[config.mk]
export PLATFORM = sky130hd
export DESIGN_NAME = adm_codec_ctrl
export DESIGN_NICKNAME = d
export VERILOG_FILES = /design/src/common/adm_ctrl_pkg.sv /design/src/hw/adm_codec_ctrl.sv
export VERILOG_INCLUDE_DIRS = /design/src /design/src/common
export SDC_FILE = /design/constraint.sdc
export NUM_CORES = 1
export LEC_CHECK = 0
export ABC_AREA = 1
export BUFFER_PORTS_ARGS = -buffer_cell sky130_fd_sc_hd__buf_2
export CAP_MARGIN = 10
export CORE_MARGIN = 10
export CORE_UTILIZATION = 25
export CTS_CLUSTER_SIZE = 30
export DETAILED_ROUTE_END_ITERATION = 7
export SETUP_SLACK_MARGIN = 0.15
export SYNTH_ARGS = -nofsm -noshare
export SYNTH_HDL_FRONTEND = slang
export SYNTH_SLANG_ARGS = --single-unit
[constraint.sdc]
create_clock -name ref_clk -period 19.5 [get_ports ref_clk]
set_input_delay 1.95 -clock ref_clk [delete_from_list [all_inputs] [get_ports ref_clk]]
set_output_delay 1.95 -clock ref_clk [all_outputs]
set_load 0.02 [all_outputs]
[src/common/adm_ctrl_regs.svh]
// register offsets, field positions and reset values of the codec control block
`ifndef ADM_CTRL_REGS_SVH
`define ADM_CTRL_REGS_SVH
`define CLK_SRC_ADDR      8'h73
`define IRQ_CTRL_ADDR     8'h81
`define DEC_SETUP_ADDR    8'hd0
`define PCM_OUT_ADDR      8'hd6
`define PCM_IN_ADDR       8'hd7
`define DELTA_FEED_ADDR   8'hd8
`define DELTA_RESULT_ADDR 8'hda
`define STATUS_ADDR       8'he1
`define CLK_SRC_RST       16'h0000
`define IRQ_CTRL_RST      8'h00
`define DEC_SETUP_RST     16'h0000
`define ENC_SEL_HI        5
`define ENC_SEL_LO        4
`define FILT_BYPASS_BIT   3
`define SLICER_PWR_HI     2
`define SLICER_PWR_LO     1
`define FILT_NARROW_BIT   0
`define ENC_RUN_BIT       7
`define ENC_IE_VOICE_BIT  6
`define ENC_IE_PCM_BIT    5
`define ENC_IE_ADM_BIT    4
`define DEC_RUN_BIT       3
`define DEC_IE_VOICE_BIT  2
`define DEC_IE_PCM_BIT    1
`define DEC_IE_ADM_BIT    0
`define RATE4_BIT         15
`define PCM_SEL_HI        14
`define PCM_SEL_LO        13
`define ADM_SEL_HI        12
`define ADM_SEL_LO        11
`define OUT_SEL_HI        10
`define OUT_SEL_LO        9
`define ADDR_BITS         5'd8
`define BYTE_BITS         5'd8
`define WORD_BITS         5'd16
`endif

[src/common/adm_ctrl_pkg.sv]
// types shared by the codec control block
package adm_ctrl_pkg;
  typedef enum logic [1:0] {
    st_idle = 2'b00,
    st_addr = 2'b01,
    st_data = 2'b10,
    st_done = 2'b11
  } ser_state_t;
endpackage

[src/hw/adm_codec_ctrl.sv]
// codec clock, slicer, enable and decoder routing control behind the serial host port
`timescale 1ns/1ps
`default_nettype none
`include "adm_ctrl_regs.svh"

module adm_codec_ctrl (
  input  wire logic        ref_clk,
  input  wire logic        rst,
  input  wire logic        host_sclk,
  input  wire logic        host_cs_n,
  input  wire logic        host_cmd,
  output logic             host_reply,
  input  wire logic        rx_data_pin,
  input  wire logic        filt_data,
  input  wire logic        ext_tx_clk_pin,
  input  wire logic        int_enc_clk,
  input  wire logic        dec_clk,
  input  wire logic        enc_voice_chg,
  input  wire logic        enc_pcm_tick,
  input  wire logic        enc_adm_tick,
  input  wire logic        dec_voice_chg,
  input  wire logic        dec_pcm_tick,
  input  wire logic        dec_adm_tick,
  input  wire logic [15:0] burst_pcm,
  input  wire logic        feedback_bit,
  input  wire logic [15:0] est_word,
  input  wire logic [15:0] interp_word,
  input  wire logic [15:0] decim_word,
  input  wire logic        decim_valid,
  input  wire logic        transc_bit,
  input  wire logic        transc_valid,
  output logic             enc_bit_clk,
  output logic             slicer_in,
  output logic [1:0]       slicer_pwr,
  output logic             filt_narrow,
  output logic             enc_run,
  output logic             dec_run,
  output logic             enc_irq,
  output logic             dec_irq,
  output logic             rate_factor4,
  output logic [1:0]       pcm_in_sel,
  output logic [15:0]      filt_src,
  output logic             adm_dec_bit,
  output logic [15:0]      dec_out
);
  import adm_ctrl_pkg::*;
  // two-stage synchronisers for pins; only stage two is read
  logic [4:0] sync1;
  logic [4:0] sync2;
  logic       sclk_d;
  always_ff @(posedge ref_clk or posedge rst) begin
    if (rst) begin
      sync1  <= 5'h00;
      sync2  <= 5'h00;
      sclk_d <= 1'b0;
    end else begin
      sync1  <= {host_sclk, ~host_cs_n, host_cmd, rx_data_pin, ext_tx_clk_pin};
      sync2  <= sync1;
      sclk_d <= sync2[4];
    end
  end
  logic sclk_rise;
  logic cs_act;
  logic cmd_s;
  logic rx_s;
  logic txclk_s;
  assign sclk_rise = sync2[4] & ~sclk_d;
  assign cs_act    = sync2[3];
  assign cmd_s     = sync2[2];
  assign rx_s      = sync2[1];
  assign txclk_s   = sync2[0];
  // register file and serial host port state
  ser_state_t  state;
  ser_state_t  next_state;
  logic [4:0]  cnt, next_cnt;
  logic [15:0] sh, next_sh;
  logic [15:0] tx, next_tx;
  logic [7:0]  addr, next_addr;
  logic        next_host_reply;
  logic [15:0] clock_source_and_slicer_control, next_clk_ctrl;
  logic [7:0]  codec_irq_enable_control, next_irq_ctrl;
  logic [15:0] decoder_mode_setup, next_setup;
  logic [15:0] pcm_in_reg, next_pcm_in;
  logic [15:0] decoder_delta_feed_reg, next_feed;
  logic [15:0] pcm_out_reg, next_pcm_out;
  logic [15:0] decoder_delta_result_reg, next_result;
  logic [4:0]  len;
  logic [15:0] rd_word;
  logic [15:0] wr_word;
  assign len     = (addr == `IRQ_CTRL_ADDR) ? `BYTE_BITS : `WORD_BITS;
  assign wr_word = {sh[14:0], cmd_s};
  // read multiplexer keyed by the address byte as it completes, so it never loops
  // back through the frame logic; byte registers go out in the upper lane
  always_comb begin
    rd_word = 16'h0000;
    unique case (wr_word[7:0])
      `CLK_SRC_ADDR:      rd_word = clock_source_and_slicer_control;
      `IRQ_CTRL_ADDR:     rd_word = {codec_irq_enable_control, 8'h00};
      `DEC_SETUP_ADDR:    rd_word = decoder_mode_setup;
      `PCM_OUT_ADDR:      rd_word = pcm_out_reg;
      `DELTA_RESULT_ADDR: rd_word = decoder_delta_result_reg;
      `STATUS_ADDR:       rd_word = {10'h000, enc_run, dec_run, rx_s, txclk_s, slicer_pwr};
      default:            rd_word = 16'h0000;
    endcase
  end
  // serial frame: address byte, then 8 or 16 data bits, msb first
  always_comb begin
    next_state      = state;
    next_cnt        = cnt;
    next_sh         = sh;
    next_tx         = tx;
    next_addr       = addr;
    next_clk_ctrl   = clock_source_and_slicer_control;
    next_irq_ctrl   = codec_irq_enable_control;
    next_setup      = decoder_mode_setup;
    next_pcm_in     = pcm_in_reg;
    next_feed       = decoder_delta_feed_reg;
    next_pcm_out    = pcm_out_reg;
    next_result     = decoder_delta_result_reg;
    // decimated words and transcoded bits land in the read-back registers
    if (decim_valid && !decoder_mode_setup[`PCM_SEL_HI]) begin
      next_pcm_out = decim_word;
    end
    if (transc_valid && decoder_mode_setup[`PCM_SEL_HI]) begin
      next_result = {decoder_delta_result_reg[14:0], transc_bit};
    end
    // host feed word rotates left one bit per decoder bit tick while it is the adm decoder input, msb wrapping into bit 0
    if (dec_adm_tick && decoder_mode_setup[`ADM_SEL_HI:`ADM_SEL_LO] == 2'b01) begin
      next_feed = {decoder_delta_feed_reg[14:0], decoder_delta_feed_reg[15]};
    end
    if (!cs_act) begin
      next_state = st_idle;
      next_cnt   = 5'd0;
    end else begin
      unique case (state)
        st_idle: begin
          next_state = st_addr;
          next_cnt   = 5'd0;
        end
        st_addr: begin
          if (sclk_rise) begin
            next_sh  = wr_word;
            next_cnt = cnt + 5'd1;
            if (cnt == `ADDR_BITS - 5'd1) begin
              next_addr  = wr_word[7:0];
              next_cnt   = 5'd0;
              next_state = st_data;
              next_tx    = rd_word;
            end
          end
        end
        st_data: begin
          if (sclk_rise) begin
            next_sh  = wr_word;
            next_tx  = {tx[14:0], 1'b0};
            next_cnt = cnt + 5'd1;
            if (cnt == len - 5'd1) begin
              next_state = st_done;
              unique case (addr)
                `CLK_SRC_ADDR:    next_clk_ctrl = wr_word;
                `IRQ_CTRL_ADDR:   next_irq_ctrl = wr_word[7:0];
                `DEC_SETUP_ADDR:  next_setup    = wr_word;
                `PCM_IN_ADDR:     next_pcm_in   = wr_word;
                `DELTA_FEED_ADDR: next_feed     = wr_word;
                default:          next_state    = st_done;
              endcase
            end
          end
        end
        st_done: next_state = st_done;
      endcase
    end
    next_host_reply = next_tx[15];
  end
  always_ff @(posedge ref_clk or posedge rst) begin
    if (rst) begin
      state                           <= st_idle;
      cnt                             <= 5'd0;
      sh                              <= 16'h0000;
      tx                              <= 16'h0000;
      addr                            <= 8'h00;
      host_reply                      <= 1'b0;
      clock_source_and_slicer_control <= `CLK_SRC_RST;
      codec_irq_enable_control        <= `IRQ_CTRL_RST;
      decoder_mode_setup              <= `DEC_SETUP_RST;
      pcm_in_reg                      <= 16'h0000;
      decoder_delta_feed_reg          <= 16'h0000;
      pcm_out_reg                     <= 16'h0000;
      decoder_delta_result_reg        <= 16'h0000;
    end else begin
      state                           <= next_state;
      cnt                             <= next_cnt;
      sh                              <= next_sh;
      tx                              <= next_tx;
      addr                            <= next_addr;
      host_reply                      <= next_host_reply;
      clock_source_and_slicer_control <= next_clk_ctrl;
      codec_irq_enable_control        <= next_irq_ctrl;
      decoder_mode_setup              <= next_setup;
      pcm_in_reg                      <= next_pcm_in;
      decoder_delta_feed_reg          <= next_feed;
      pcm_out_reg                     <= next_pcm_out;
      decoder_delta_result_reg        <= next_result;
    end
  end
  // datapath steering computed from the control registers
  logic [7:0]  ic;
  logic [15:0] ds;
  logic [15:0] cc;
  logic        next_enc_clk, next_slicer, next_enc_irq, next_dec_irq, next_adm;
  logic [15:0] next_filt, next_out;
  assign ic = codec_irq_enable_control;
  assign ds = decoder_mode_setup;
  assign cc = clock_source_and_slicer_control;
  always_comb begin
    // encode clock source; bit 5 is a don't-care when bit 4 is clear
    if (!cc[`ENC_SEL_LO]) begin
      next_enc_clk = txclk_s;
    end else if (!cc[`ENC_SEL_HI]) begin
      next_enc_clk = int_enc_clk;
    end else begin
      next_enc_clk = dec_clk;
    end
    next_slicer  = cc[`FILT_BYPASS_BIT] ? rx_s : filt_data;
    next_enc_irq = ic[`ENC_RUN_BIT] & ((ic[`ENC_IE_VOICE_BIT] & enc_voice_chg)
                 | (ic[`ENC_IE_PCM_BIT] & enc_pcm_tick)
                 | (ic[`ENC_IE_ADM_BIT] & enc_adm_tick));
    next_dec_irq = ic[`DEC_RUN_BIT] & ((ic[`DEC_IE_VOICE_BIT] & dec_voice_chg)
                 | (ic[`DEC_IE_PCM_BIT] & dec_pcm_tick)
                 | (ic[`DEC_IE_ADM_BIT] & dec_adm_tick));
    // pcm filter input: estimator, burst word or host word
    if (!ds[`PCM_SEL_HI]) begin
      next_filt = est_word;
    end else if (!ds[`PCM_SEL_LO]) begin
      next_filt = burst_pcm;
    end else begin
      next_filt = pcm_in_reg;
    end
    // adm decoder input source
    if (ds[`ADM_SEL_HI]) begin
      next_adm = feedback_bit;
    end else if (ds[`ADM_SEL_LO]) begin
      next_adm = decoder_delta_feed_reg[15];
    end else begin
      next_adm = rx_s;
    end
    unique case (ds[`OUT_SEL_HI:`OUT_SEL_LO])
      2'b00: next_out = est_word;
      2'b01: next_out = est_word + interp_word;
      2'b10: next_out = next_filt;
      2'b11: next_out = interp_word;
    endcase
  end
  always_ff @(posedge ref_clk or posedge rst) begin
    if (rst) begin
      enc_bit_clk  <= 1'b0;
      slicer_in    <= 1'b0;
      slicer_pwr   <= 2'b00;
      filt_narrow  <= 1'b0;
      enc_run      <= 1'b0;
      dec_run      <= 1'b0;
      enc_irq      <= 1'b0;
      dec_irq      <= 1'b0;
      rate_factor4 <= 1'b0;
      pcm_in_sel   <= 2'b00;
      filt_src     <= 16'h0000;
      adm_dec_bit  <= 1'b0;
      dec_out      <= 16'h0000;
    end else begin
      enc_bit_clk  <= next_enc_clk;
      slicer_in    <= next_slicer;
      slicer_pwr   <= cc[`SLICER_PWR_HI:`SLICER_PWR_LO];
      filt_narrow  <= cc[`FILT_NARROW_BIT];
      enc_run      <= ic[`ENC_RUN_BIT];
      dec_run      <= ic[`DEC_RUN_BIT];
      enc_irq      <= next_enc_irq;
      dec_irq      <= next_dec_irq;
      rate_factor4 <= ds[`RATE4_BIT];
      pcm_in_sel   <= ds[`PCM_SEL_HI:`PCM_SEL_LO];
      filt_src     <= next_filt;
      adm_dec_bit  <= next_adm;
      dec_out      <= next_out;
    end
  end
  chk_bypass_route: assert property (@(posedge ref_clk) disable iff (rst)
    cc[`FILT_BYPASS_BIT] |=> slicer_in == $past(rx_s))
    else $error("bypass did not route receive pin to slicer");
  chk_enc_held: assert property (@(posedge ref_clk) disable iff (rst)
    !ic[`ENC_RUN_BIT] |=> !enc_run && !enc_irq)
    else $error("disabled encoder ran or requested");
  chk_enc_voice: assert property (@(posedge ref_clk) disable iff (rst)
    ic[`ENC_RUN_BIT] && ic[`ENC_IE_VOICE_BIT] && enc_voice_chg |=> enc_irq)
    else $error("encoder voice change gave no request");
  chk_enc_quiet: assert property (@(posedge ref_clk) disable iff (rst)
    ic[7:4] == 4'h8 |=> enc_run && !enc_irq)
    else $error("encoder without enables requested");
  chk_dec_held: assert property (@(posedge ref_clk) disable iff (rst)
    !ic[`DEC_RUN_BIT] |=> !dec_run && !dec_irq)
    else $error("disabled decoder ran or requested");
  chk_dec_adm: assert property (@(posedge ref_clk) disable iff (rst)
    ic[`DEC_RUN_BIT] && ic[`DEC_IE_ADM_BIT] && dec_adm_tick |=> dec_irq)
    else $error("decoder adm tick gave no request");
  chk_rate_factor: assert property (@(posedge ref_clk) disable iff (rst)
    ##1 rate_factor4 == $past(ds[`RATE4_BIT]))
    else $error("rate factor not following setup");
  chk_adm_source: assert property (@(posedge ref_clk) disable iff (rst)
    ds[`ADM_SEL_HI] |=> adm_dec_bit == $past(feedback_bit))
    else $error("feedback source not selected");
  chk_out_interp: assert property (@(posedge ref_clk) disable iff (rst)
    ds[`OUT_SEL_HI:`OUT_SEL_LO] == 2'b11 |=> dec_out == $past(interp_word))
    else $error("interpolated output not selected");
  chk_enc_clock: assert property (@(posedge ref_clk) disable iff (rst)
    cc[`ENC_SEL_HI:`ENC_SEL_LO] == 2'b11 |=> enc_bit_clk == $past(dec_clk))
    else $error("encode clock not derived from decode clock");
endmodule
`default_nettype wire

======== Yosys cells after proc, flatten, opt, wreduce, memory -nomap -nowiden ========
Cells that the tools add are included.
operators by class
  multiplexer cells ....................... 31
  eq/ne operators ......................... 28
  bitwise operators ....................... 15
  reductions and logical operators ........ 17
  add/subtract/negate cells ............... 3
operators with widths
  operator               number
  $mux W16               11
  $pmux W16 S6           1
  $eq A8 B8 Y1 const B   9
  $pmux W16 S4           1
  $pmux W16 S2           1
  $mux W5                5
  $reduce_and A5 Y1      5
  $add A16 B16 Y16       1
  $eq A8 B7 Y1 const B   2
  $pmux W5 S3            1
  $ne A3 B3 Y1 const B   4
  $mux W2                5
  $and A1 B1 Y1          9
  $eq A2 B2 Y1 const B   4
  $pmux W2 S4            1
  $reduce_and A4 Y1      2
  $eq A2 B1 Y1 const B   3
  $ne A2 B2 Y1 const B   3
  $reduce_and A3 Y1      2
  $add A5 B1 Y5 const B  1
  $eq A5 B3 Y1 const B   1
  $eq A5 B5 Y1           1
  $mux W1                5
  $sub A5 B1 Y5 const B  1
  8 further kinds        15
storage, ports and cells
  bits in registers ....................... 206

======== Longest topological paths before layout ========
Gate-level depths: netlist of run 1.
  depth after elaboration ................. 8
  mapped depth ............................ 12

======== Worst setup path after synthesis of run 1 ========
No wires, ideal clock.
  path kind ............................... input to register
  start point ............................. input est_word[0]
  end point ............................... register dec_out[12]
  required time ........................... 19.373 ns
  setup slack ............................. 16.288 ns
  setup time .............................. 0.127 ns
  arrival time ............................ 3.085 ns
  cell stages on the path ................. 11
  cells stage by stage .................... ha_1 inv_1 fa_1 inv_1 nand3_1 nand3_1 nand3_1 nand3_1 nand2_1 nand3_1 nand3b_1
on the way
  word-level cells in the longest chain between the ends .. 2
ends and longest elaborated chain
  item                    line                   source
  from (decl)             adm_codec_ctrl.sv:26   input wire logic [15:0] est_word,
  $add A16 B16 Y16        adm_codec_ctrl.sv:249  2'b01: next_out = est_word + interp_word;
  $pmux W16 S4            adm_codec_ctrl.sv:247  unique case (ds[`OUT_SEL_HI:`OUT_SEL_LO])
  named net next_out[12]  adm_codec_ctrl.sv:211  logic [15:0] next_filt, next_out;
  to (signal assigned)    adm_codec_ctrl.sv:282  dec_out <= next_out;
  to (decl)               adm_codec_ctrl.sv:44   output logic [15:0] dec_out
The timed path passes the listed nets, and every way through them passes these cells.
A chain may end at the register's enable or synchronous reset.

==> results.py, run 1 <==
metrics = {
    "status": {
        "outcome": "finished clean",
    },
    "timing": {
        "rsz0062_at_grt": "false",
        "period_minus_slack_ns": 3.25,
        "clock.fmax_mhz": 308,
        "finalHoldViolCount": 0,
        "period_share_pct": 16.7,
        "finalClockSkew_ns": 0.0180,
        "finalSetupViolCount": 0,
        "tightest_slew_ns": 1.05,
        "max_slew_margin_pct": 29.7,
        "tns_ns": 0,
        "maxSlewViolCount": 0,
    },
    "floorplan": {
        "core_mm2": 0.0418,
        "start_util_pct": 25.1,
        "rows": 75,
        "die_y_um": 225,
        "die_x_um": 225,
        "design.die.area_mm2": 0.0506,
        "pin_count": 130,
    },
    "clock_tree": {
        "cts_tree": "built",
        "postCtsHoldBufs": 0,
        "clk_latency_ns": 0.53,
        "cts_setup_buffers": 0,
        "clk_path_buf_depth": 3,
        "htreeDepth": 1,
        "clockRootBuffer": "clkbuf_16",
        "cts_buffers": 22,
        "path_clk_slew_ns": 0.06,
        "clock-sinks": 206,
        "cts-resized-gates": 0,
    },
    "job": {
        "cap_violations": 0,
    },
    "layout": {
        "final_layout_size_suffix_gt1_share_pct": 15.5,
        "fillers": 4451,
        "final_cells": 2001,
        "insertedDiodeCount": 0,
        "layout.cells.most_common": "nand2_1",
        "synthToLayoutAreaGrowth_pct": 17.3,
        "nets": 1552,
        "final_cell_mix": "nand2_1, dfrtp_1, inv_1, nand3_1, buf_2",
    },
    "detailed_routing": {
        "finalWirelength_um": 31100,
        "drt.antenna.violating_nets": 0,
        "vias": 9036,
        "drt_iter0_drc": 772,
        "drt-pass1-iter-count": 5,
        "wire_per_inst_um": 15.6,
        "route.detailed.drc": 0,
        "vias_per_cell": 4.52,
    },
    "logic_synthesis": {
        "syn_inst": 1340,
        "synth_edf_count": 0,
        "syn_nets": 1444,
        "yosysSeqAreaShare_pct": 49.1,
        "netlist_area_mm2": 0.0105,
        "yosysWarningCount": 0,
        "synthFlopType": "dfrtp_1",
        "postSynth.asyncResetShare_pct": 100,
        "syn_avg_cell_area_um2": 7.83,
        "ys_seq_elements": 206,
        "synth.distinct_cells": 34,
    },
    "worst_setup_path": {
        "cp_slowest_cell": "buf_4",
        "reg2reg_slack_ns": 16.71,
        "critPathKind": "primary input to async pin",
        "r2r_cells": 6,
        "worstReg2RegEnd": "decoder_delta_feed_reg[15]",
        "max_stage_delay_ns": 0.93,
        "worstPathArrival_ns": 3.75,
        "end_kind": "async pin",
        "required_ns": 20.00,
        "crit_chain": "buf_2 > inv_8 > buf_4",
        "crit_fanout": 125,
        "reg2reg_from": "state[0]",
        "critPathLaunchType": "primary input",
    },
    "global_route": {
        "grt_antenna_before_repair": 4,
        "grt_overflow_total": 0,
        "grt_max_degree": 126,
        "grt_pass1_vias": 8954,
        "track_usage_pct": 12.2,
        "grt_pass1_wl_um": 49600,
    },
    "power": {
        "cellPowerDensity_mw_per_mm2": 85.9,
        "p_leak_nw": 6.30,
        "peakVddDrop_uv": 47.0,
    },
    "place": {
        "gp_congestion": 0.871,
        "portBuffers": 129,
        "placed_cells": 1963,
        "dp_hpwl_um": 22700,
    },
    "min_path": {
        "min_path_type": "flip-flop to flip-flop",
        "hold_path_startpoint": "sync1[0]",
        "hold_path_end": "sync2[0]",
        "min_delay_path_depth": 0,
    },
}
worst max-delay path by stage:
stage,from,end,cells after the start
after floorplan,rst,addr[0],1
after global placement,rst,sync1[3],3
after detailed placement,rst,sync2[1],3
after CTS,rst,tx[1],3
after global routing,rst,codec_irq_enable_control[5],3
final,rst,slicer_in,3
Yosys cell counts, drive strengths merged, types with 2 or more instances:
library cell,count,area [um^2]
clkbuf,20,75.1
nand4,13,81.3
o21ai,107,536
nor4,2,42.5
o2111ai,3,26.3
ha,19,238
dfrtp,206,5150
buf,32,195
a31oi,2,12.5
nor2,92,369
a21oi,19,95.1
nand3,143,716
or2,3,18.8
nand3b,6,48.8
inv,152,571
mux2,30,338
nor3,11,71.3
o22ai,2,12.5
o21a,9,67.6
xor2,5,43.8
nand2,462,1760
area by class of cell:
class | instances | area (um^2) | area share, %
sequential | 206 | 5150 | 41.9
multi-input combinational | 930 | 4500 | 36.5
timing repair buffer | 136 | 698 | 5.67
tap | 539 | 674 | 5.48
clock buffer | 28 | 593 | 4.82
inverter | 152 | 578 | 4.69
clock inverter | 10 | 116 | 0.945
power breakdown:
group	total, W	switching (W)	internal (W)	leakage (nW)
clock	0.000417	0.000175	0.000242	0.345
sequential	0.000492	0.0000329	0.000459	2.59
combinational	0.000149	0.000101	0.0000482	3.36
routing by layer:
| metal | track usage, % | wire (um) | vias up |
|---|---|---|---|
| met5 | 0 | 47 | - |
| met4 | 4.21 | 828 | 8 |
| met3 | 2.32 | 2000 | 49 |
| met2 | 19.6 | 14200 | 235 |
| met1 | 16.1 | 14000 | 4272 |
| li1 | - | - | 4472 |
logic make-up (layout without fill, tap and decap cells):
group	after synthesis	in the layout	synth area share (%)
buf+inv	204	326	8.01
flops	206	206	49.1
fa+ha+maj	20	20	2.46
mux	30	30	3.22
xor+xnor	5	5	0.417
simple gates	733	733	29.6
compound gates	142	142	7.14
critical path: cells and delay by family:
| kind | cells | cell delay (ns) |
|---|---|---|
| buffers and inverters | 3 | 1.58 |
per-stage QoR:
step | util (%) | hold WS [ns] | worst slack [ns] | instance area, um^2 | power (W)
after floorplan | - | 0.331 | 11.93 | 10500 | 0.000596
after global placement | 27.8 | 0.333 | 15.63 | 11600 | 0.000646
after detailed placement | 27.8 | 0.336 | 15.58 | 11600 | 0.000650
after CTS | 29.5 | 0.350 | 16.15 | 12300 | 0.00107
after global routing | 29.5 | 0.355 | 15.92 | 12300 | 0.00111
final | 29.5 | 0.347 | 16.25 | 12300 | 0.00106
(Power assumes the default switching activity.)
==> inputs of run 2 (changes only) <==
--- a/config.mk
+++ b/config.mk
@@ -6,7 +6,7 @@
 export SDC_FILE = /design/constraint.sdc
 export NUM_CORES = 1
 export LEC_CHECK = 0
-export ABC_AREA = 1
+export ABC_AREA = 0
 export BUFFER_PORTS_ARGS = -buffer_cell sky130_fd_sc_hd__buf_2
 export CAP_MARGIN = 10
 export CORE_MARGIN = 10
==> constraint.sdc (replaced) <==
create_clock -name ref_clk -period 2.68 [get_ports ref_clk]
set_input_delay 0.268 -clock ref_clk [delete_from_list [all_inputs] [get_ports ref_clk]]
set_output_delay 0.268 -clock ref_clk [all_outputs]
set_load 0.02 [all_outputs]
==> run 2 against run 1 <==
  * Clock skew decreased by 0.0084 ns
  * Clock-buffer cell count increased by 3
  * Combinational power grew to 8.5 times the previous value
  * Total power rose to 7.8 times the previous value
  * Clock power grew to 8.4 times the previous value
  * First-iteration DRC count shrank 47%
  * Highest routed layer unchanged
==> results.py, run 2 <==
metrics = {
    "detailed_routing": {
        "drt_iter0_drc": 412,
        "drt-pass1-iter-count": 5,
        "vias": 6998,
        "drt.antenna.violating_nets": 0,
        "route.detailed.drc": 0,
        "finalWirelength_um": 26800,
        "vias_per_cell": 4.68,
        "wire_per_inst_um": 17.9,
    },
    "timing": {
        "rsz0062_at_grt": "false",
        "tns_ns": 0,
        "finalHoldViolCount": 0,
        "finalClockSkew_ns": 0.00961,
        "holdWs_ns": 0.0362,
        "setup_slack_ns": 0.350,
        "tightest_slew_ns": 0.837,
        "period_minus_slack_ns": 2.33,
        "clock.fmax_mhz": 429,
        "finalSetupViolCount": 0,
        "period_share_pct": 86.9,
        "maxSlewViolCount": 0,
        "max_slew_margin_pct": 44.1,
    },
    "layout": {
        "final_cell_mix": "dfrtp_1, buf_2, mux2_2, nor2_1, a21oi_1",
        "layout.cells.most_common": "dfrtp_1",
        "final_cells": 1496,
        "nets": 1063,
        "final_layout_size_suffix_gt1_share_pct": 36.0,
        "fillers": 3950,
        "synthToLayoutAreaGrowth_pct": 25.8,
    },
    "logic_synthesis": {
        "ys_top_cells_by_count": "dfrtp_1, mux2_2, nor2_1",
        "yosysWarningCount": 0,
        "synth.top_cell.area_share_pct": 53.1,
        "syn_nets": 895,
        "postSynth.asyncResetShare_pct": 100,
        "syn_inst": 791,
        "yosysSeqAreaShare_pct": 53.1,
        "netlist_area_mm2": 0.00971,
        "yosysMostFrequentCell": "dfrtp_1",
        "ys_seq_elements": 206,
        "synth.distinct_cells": 68,
        "synthFlopType": "dfrtp_1",
        "synth_edf_count": 0,
        "syn_avg_cell_area_um2": 12.3,
        "synth_area_leaders": "dfrtp_1, mux2_2, mux2i_1",
        "yosysTopAreaCell": "dfrtp_1",
    },
    "global_route": {
        "grt_antenna_before_repair": 4,
        "grt_overflow_total": 0,
        "grt_pass1_wl_um": 41900,
        "grt_pass1_vias": 7222,
        "grt_max_degree": 55,
        "track_usage_pct": 11.1,
    },
    "power": {
        "p_leak_nw": 5.63,
        "total_power_w": 0.00830,
        "peakVddDrop_uv": 410,
        "cellPowerDensity_mw_per_mm2": 679,
    },
    "worst_setup_path": {
        "end_kind": "flip-flop",
        "reg2reg_from": "addr[2]",
        "r2r_cells": 4,
        "reg2reg_slack_ns": 0.35,
        "critPathLaunchType": "flip-flop",
        "crit_fanout": 8,
        "startpoint": "addr[2]",
        "cp_slowest_cell": "or4b_1",
        "critPathKind": "flip-flop to flip-flop",
        "crit_chain": "or4b_1 > nor4_2 > and3_1 > mux2_2",
        "worstPathArrival_ns": 2.73,
        "max_stage_delay_ns": 0.57,
        "cpLargestDelayFamily": "simple AND/OR/NAND/NOR gates",
        "cp_num_cells": 4,
        "path_buf_inv": 0,
        "required_ns": 3.08,
        "cp-endpoint": "codec_irq_enable_control[6]",
        "worstReg2RegEnd": "codec_irq_enable_control[6]",
    },
    "clock_tree": {
        "clk_path_buf_depth": 3,
        "cts_tree": "built",
        "cts_setup_buffers": 0,
        "postCtsHoldBufs": 25,
        "cts-resized-gates": 0,
        "clk_latency_ns": 0.52,
        "cts_buffers": 25,
        "clock-sinks": 206,
        "clockRootBuffer": "clkbuf_16",
        "path_clk_slew_ns": 0.06,
        "htreeDepth": 1,
    },
    "place": {
        "dp_hpwl_um": 19800,
        "portBuffers": 129,
        "gp_congestion": 0.814,
        "place_worst_setup_slack_ns": 0.187,
        "placed_cells": 1425,
    },
    "job": {
        "cap_violations": 0,
    },
    "floorplan": {
        "rows": 72,
        "core_mm2": 0.0386,
        "pin_count": 130,
        "design.die.area_mm2": 0.0471,
        "start_util_pct": 25.2,
        "die_y_um": 217,
        "die_x_um": 217,
    },
    "min_path": {
        "min_path_type": "primary input to flip-flop",
    },
    "status": {
        "outcome": "finished clean",
    },
}
## run 2: cell count changes after synthesis, moves of 37 or more
cell / before / now
nand2_1: 455 / 13
inv_1: 146 / 13
nand3_1: 143 / 12
o21ai_0: 101 / 18
mux2_2: 30 / 106
a21oi_1: 19 / 65
mux2i_1: 0 / 37
## run 2: how the worst min path moves through the flow
stage                         from          end  slack [ns]  cells past startpoint
floorplan           ext_tx_clk_pin     sync1[0]        0.30                      0
global placement          sync1[1]     sync2[1]        0.33                      0
detailed placement        sync1[1]     sync2[1]        0.33                      0
CTS                    est_word[2]  filt_src[2]        0.02                      3
global route           est_word[0]  filt_src[0]        0.04                      3
finish                 est_word[2]  filt_src[2]        0.04                      3
## run 2: layout make-up
type | instances | area [um^2] | area share (%)
tap | 518 | 648 | 5.30
inverter | 13 | 52.6 | 0.430
clock buffer | 31 | 678 | 5.55
clock inverter | 14 | 181 | 1.48
antenna | 1 | 2.50 | 0.0205
multi-input combinational | 524 | 4290 | 35.1
sequential | 206 | 5150 | 42.2
timing repair buffer | 189 | 1210 | 9.89
## run 2: worst reg2reg max path: stages, from the launching register on
cell     delay [ns]
dfrtp_1        0.43
or4b_1         0.57
nor4_2         0.29
and3_1         0.52
mux2_2         0.40
## run 2: cell families after synthesis
family / share of synthesized area, %
AO/OA/AOI/OAI: 12.0
XOR/XNOR: 0.812
adder cells (fa/ha/maj): 2.65
buffers and inverters: 2.71
flip-flops: 53.1
multiplexers: 20.0
AND/OR/NAND/NOR: 8.77
## run 2: power breakdown
group	total, W	switching, W	internal (W)
logic	0.00127	0.000738	0.000533
clock network	0.00350	0.00132	0.00218
registers	0.00353	0.000201	0.00333
total	0.00830	0.00226	0.00604
## run 2: metal layers
metal	track usage [%]	share of wire, %	vias to the layer above
li1	-	-	3264
met1	15.2	46	3477
met2	17.3	45	214
met3	2.40	6.5	39
met4	2.80	2.2	4
met5	0	0.12	-
## run 2: per-stage QoR
stage | util, % | area, um^2
finish | 31.7 | 12200
floorplan | - | 9710
detailed placement | 28.8 | 11100
global route | 31.7 | 12200
CTS | 31.7 | 12200
global placement | 28.8 | 11100
==> inputs of run 3 (changes only) <==
==> constraint.sdc (replaced) <==
create_clock -name ref_clk -period 2.65 [get_ports ref_clk]
set_input_delay 0.265 -clock ref_clk [delete_from_list [all_inputs] [get_ports ref_clk]]
set_output_delay 0.265 -clock ref_clk [all_outputs]
set_load 0.02 [all_outputs]
==> run 3 against run 2 <==
  * Clock-buffer cell count unchanged
  * Register-to-register slack got worse by 0.03 ns
  * Worst hold slack got worse by 0.0023 ns
  * Clock skew increased by 0.0093 ns
  * Worst setup slack got worse by 0.033 ns
  * Final cell count about the same
  * Core utilization about the same
  * Global-route usage increased by 0.12 points
  * Maximum frequency decreased by 0.13%
  * Clock power about the same
  * Total power increased by 0.40%
  * Largest power group unchanged
  * Highest routed layer unchanged
==> results.py, run 3 (synthesis gave the netlist of run 2 again) <==
metrics = {
    "global_route": {
        "grt_max_degree": 65,
        "grt_pass1_vias": 7247,
        "grt_overflow_total": 0,
        "grt_antenna_before_repair": 5,
        "grt_pass1_wl_um": 42500,
        "track_usage_pct": 11.2,
    },
    "min_path": {
        "hold_path_startpoint": "est_word[2]",
        "min_path_type": "primary input to flip-flop",
        "min_delay_path_depth": 3,
    },
    "status": {
        "outcome": "finished clean",
    },
    "worst_setup_path": {
        "required_ns": 3.05,
        "r2r_cells": 4,
        "critPathKind": "flip-flop to flip-flop",
        "critPathLaunchType": "flip-flop",
        "end_kind": "flip-flop",
        "startpoint": "addr[2]",
        "reg2reg_from": "addr[2]",
        "worstPathArrival_ns": 2.73,
        "crit_fanout": 8,
    },
    "floorplan": {
        "pin_count": 130,
        "die_x_um": 217,
        "core_mm2": 0.0386,
        "die_y_um": 217,
        "rows": 72,
        "design.die.area_mm2": 0.0471,
        "start_util_pct": 25.2,
    },
    "place": {
        "dp_hpwl_um": 19900,
        "place_worst_setup_slack_ns": 0.158,
        "gp_congestion": 0.802,
        "portBuffers": 129,
        "place_area_mm2": 0.0111,
        "placed_cells": 1427,
    },
    "timing": {
        "finalHoldViolCount": 0,
        "tns_ns": 0,
        "period_minus_slack_ns": 2.33,
        "rsz0062_at_grt": "false",
        "tightest_slew_ns": 0.754,
        "max_slew_margin_pct": 49.7,
        "finalSetupViolCount": 0,
        "setup_slack_ns": 0.317,
        "period_share_pct": 88.0,
        "finalClockSkew_ns": 0.0189,
        "clock.fmax_mhz": 429,
        "maxSlewViolCount": 0,
    },
    "layout": {
        "fillers": 3953,
        "layout.cells.most_common": "dfrtp_1",
        "final_cells": 1497,
        "final_layout_size_suffix_gt1_share_pct": 36.2,
        "insertedDiodeCount": 0,
        "synthToLayoutAreaGrowth_pct": 25.8,
        "fin_util_pct": 31.7,
        "final_cell_mix": "dfrtp_1, buf_2, mux2_2, nor2_1, a21oi_1",
        "nets": 1065,
        "register_area_mm2": 0.00515,
        "multi_input_area_mm2": 0.00429,
        "final_area_mm2": 0.0122,
    },
    "detailed_routing": {
        "drt_iter0_drc": 493,
        "vias_per_cell": 4.70,
        "drt.antenna.violating_nets": 0,
        "vias": 7039,
        "route.detailed.drc": 0,
        "drt-pass1-iter-count": 4,
        "wire_per_inst_um": 18.1,
        "finalWirelength_um": 27000,
    },
    "clock_tree": {
        "cts_tree": "built",
        "clockRootBuffer": "clkbuf_16",
        "htreeDepth": 1,
        "cts_buffers": 25,
        "clk_path_buf_depth": 3,
        "clock-sinks": 206,
        "cts-resized-gates": 0,
        "path_clk_slew_ns": 0.06,
        "clk_latency_ns": 0.53,
    },
    "job": {
        "cap_violations": 0,
    },
    "power": {
        "p_leak_nw": 5.62,
        "peakVddDrop_uv": 418,
        "cellPowerDensity_mw_per_mm2": 682,
    },
}
run 3: critical path, stage by stage, from the launching register on:
cell	delay (ns)
dfrtp_1	0.43
or4b_1	0.57
nor4_2	0.31
and3_1	0.52
mux2_2	0.39
run 3: layout make-up:
type / instances / share of cell area [%]
clock buffers: 31 / 5.55
flip-flops and latches: 206 / 42.2
well taps: 518 / 5.30
inverters: 13 / 0.430
multi-input cells: 524 / 35.1
clock inverters: 14 / 1.39
repair buffers: 191 / 10.0
run 3: routing by layer:
layer,track usage [%],vias to the layer above,part of all wire (%)
met3,2.80,46,6.5
met2,17.9,206,46
met1,15.0,3495,45
met4,2.47,8,1.8
li1,-,3284,-
met5,0,-,0.15
run 3: path summary, 6_finish.rpt:
kind                                                to  slack [ns]
setup / recovery           codec_irq_enable_control[5]        0.32
hold / removal                             filt_src[2]        0.03
setup reg to reg           codec_irq_enable_control[5]        0.32
hold reg to reg                               sync2[0]        0.35
max in group asynchronous                   dec_out[7]        1.67
min in group asynchronous                slicer_pwr[0]        0.31
run 3: per-stage QoR:
step / power (W) / hold WS (ns)
final: 0.00833 / 0.0339
after global routing: 0.00873 / 0.0313
after floorplan: 0.00440 / 0.296
after detailed placement: 0.00490 / 0.314
after CTS: 0.00845 / 0.0130
after global placement: 0.00487 / 0.314
run 3: what timing repair did:
action	CTS	global route
setup buffers	0	0
hold endpoints to repair	35	0
setup endpoints to repair	0	0
hold buffers	25	0
run 3: report_power, final:
group          switching (W)  internal, W  total (W)
registers           0.000199      0.00336    0.00356
logic               0.000750     0.000544    0.00129
clock network        0.00136      0.00212    0.00347
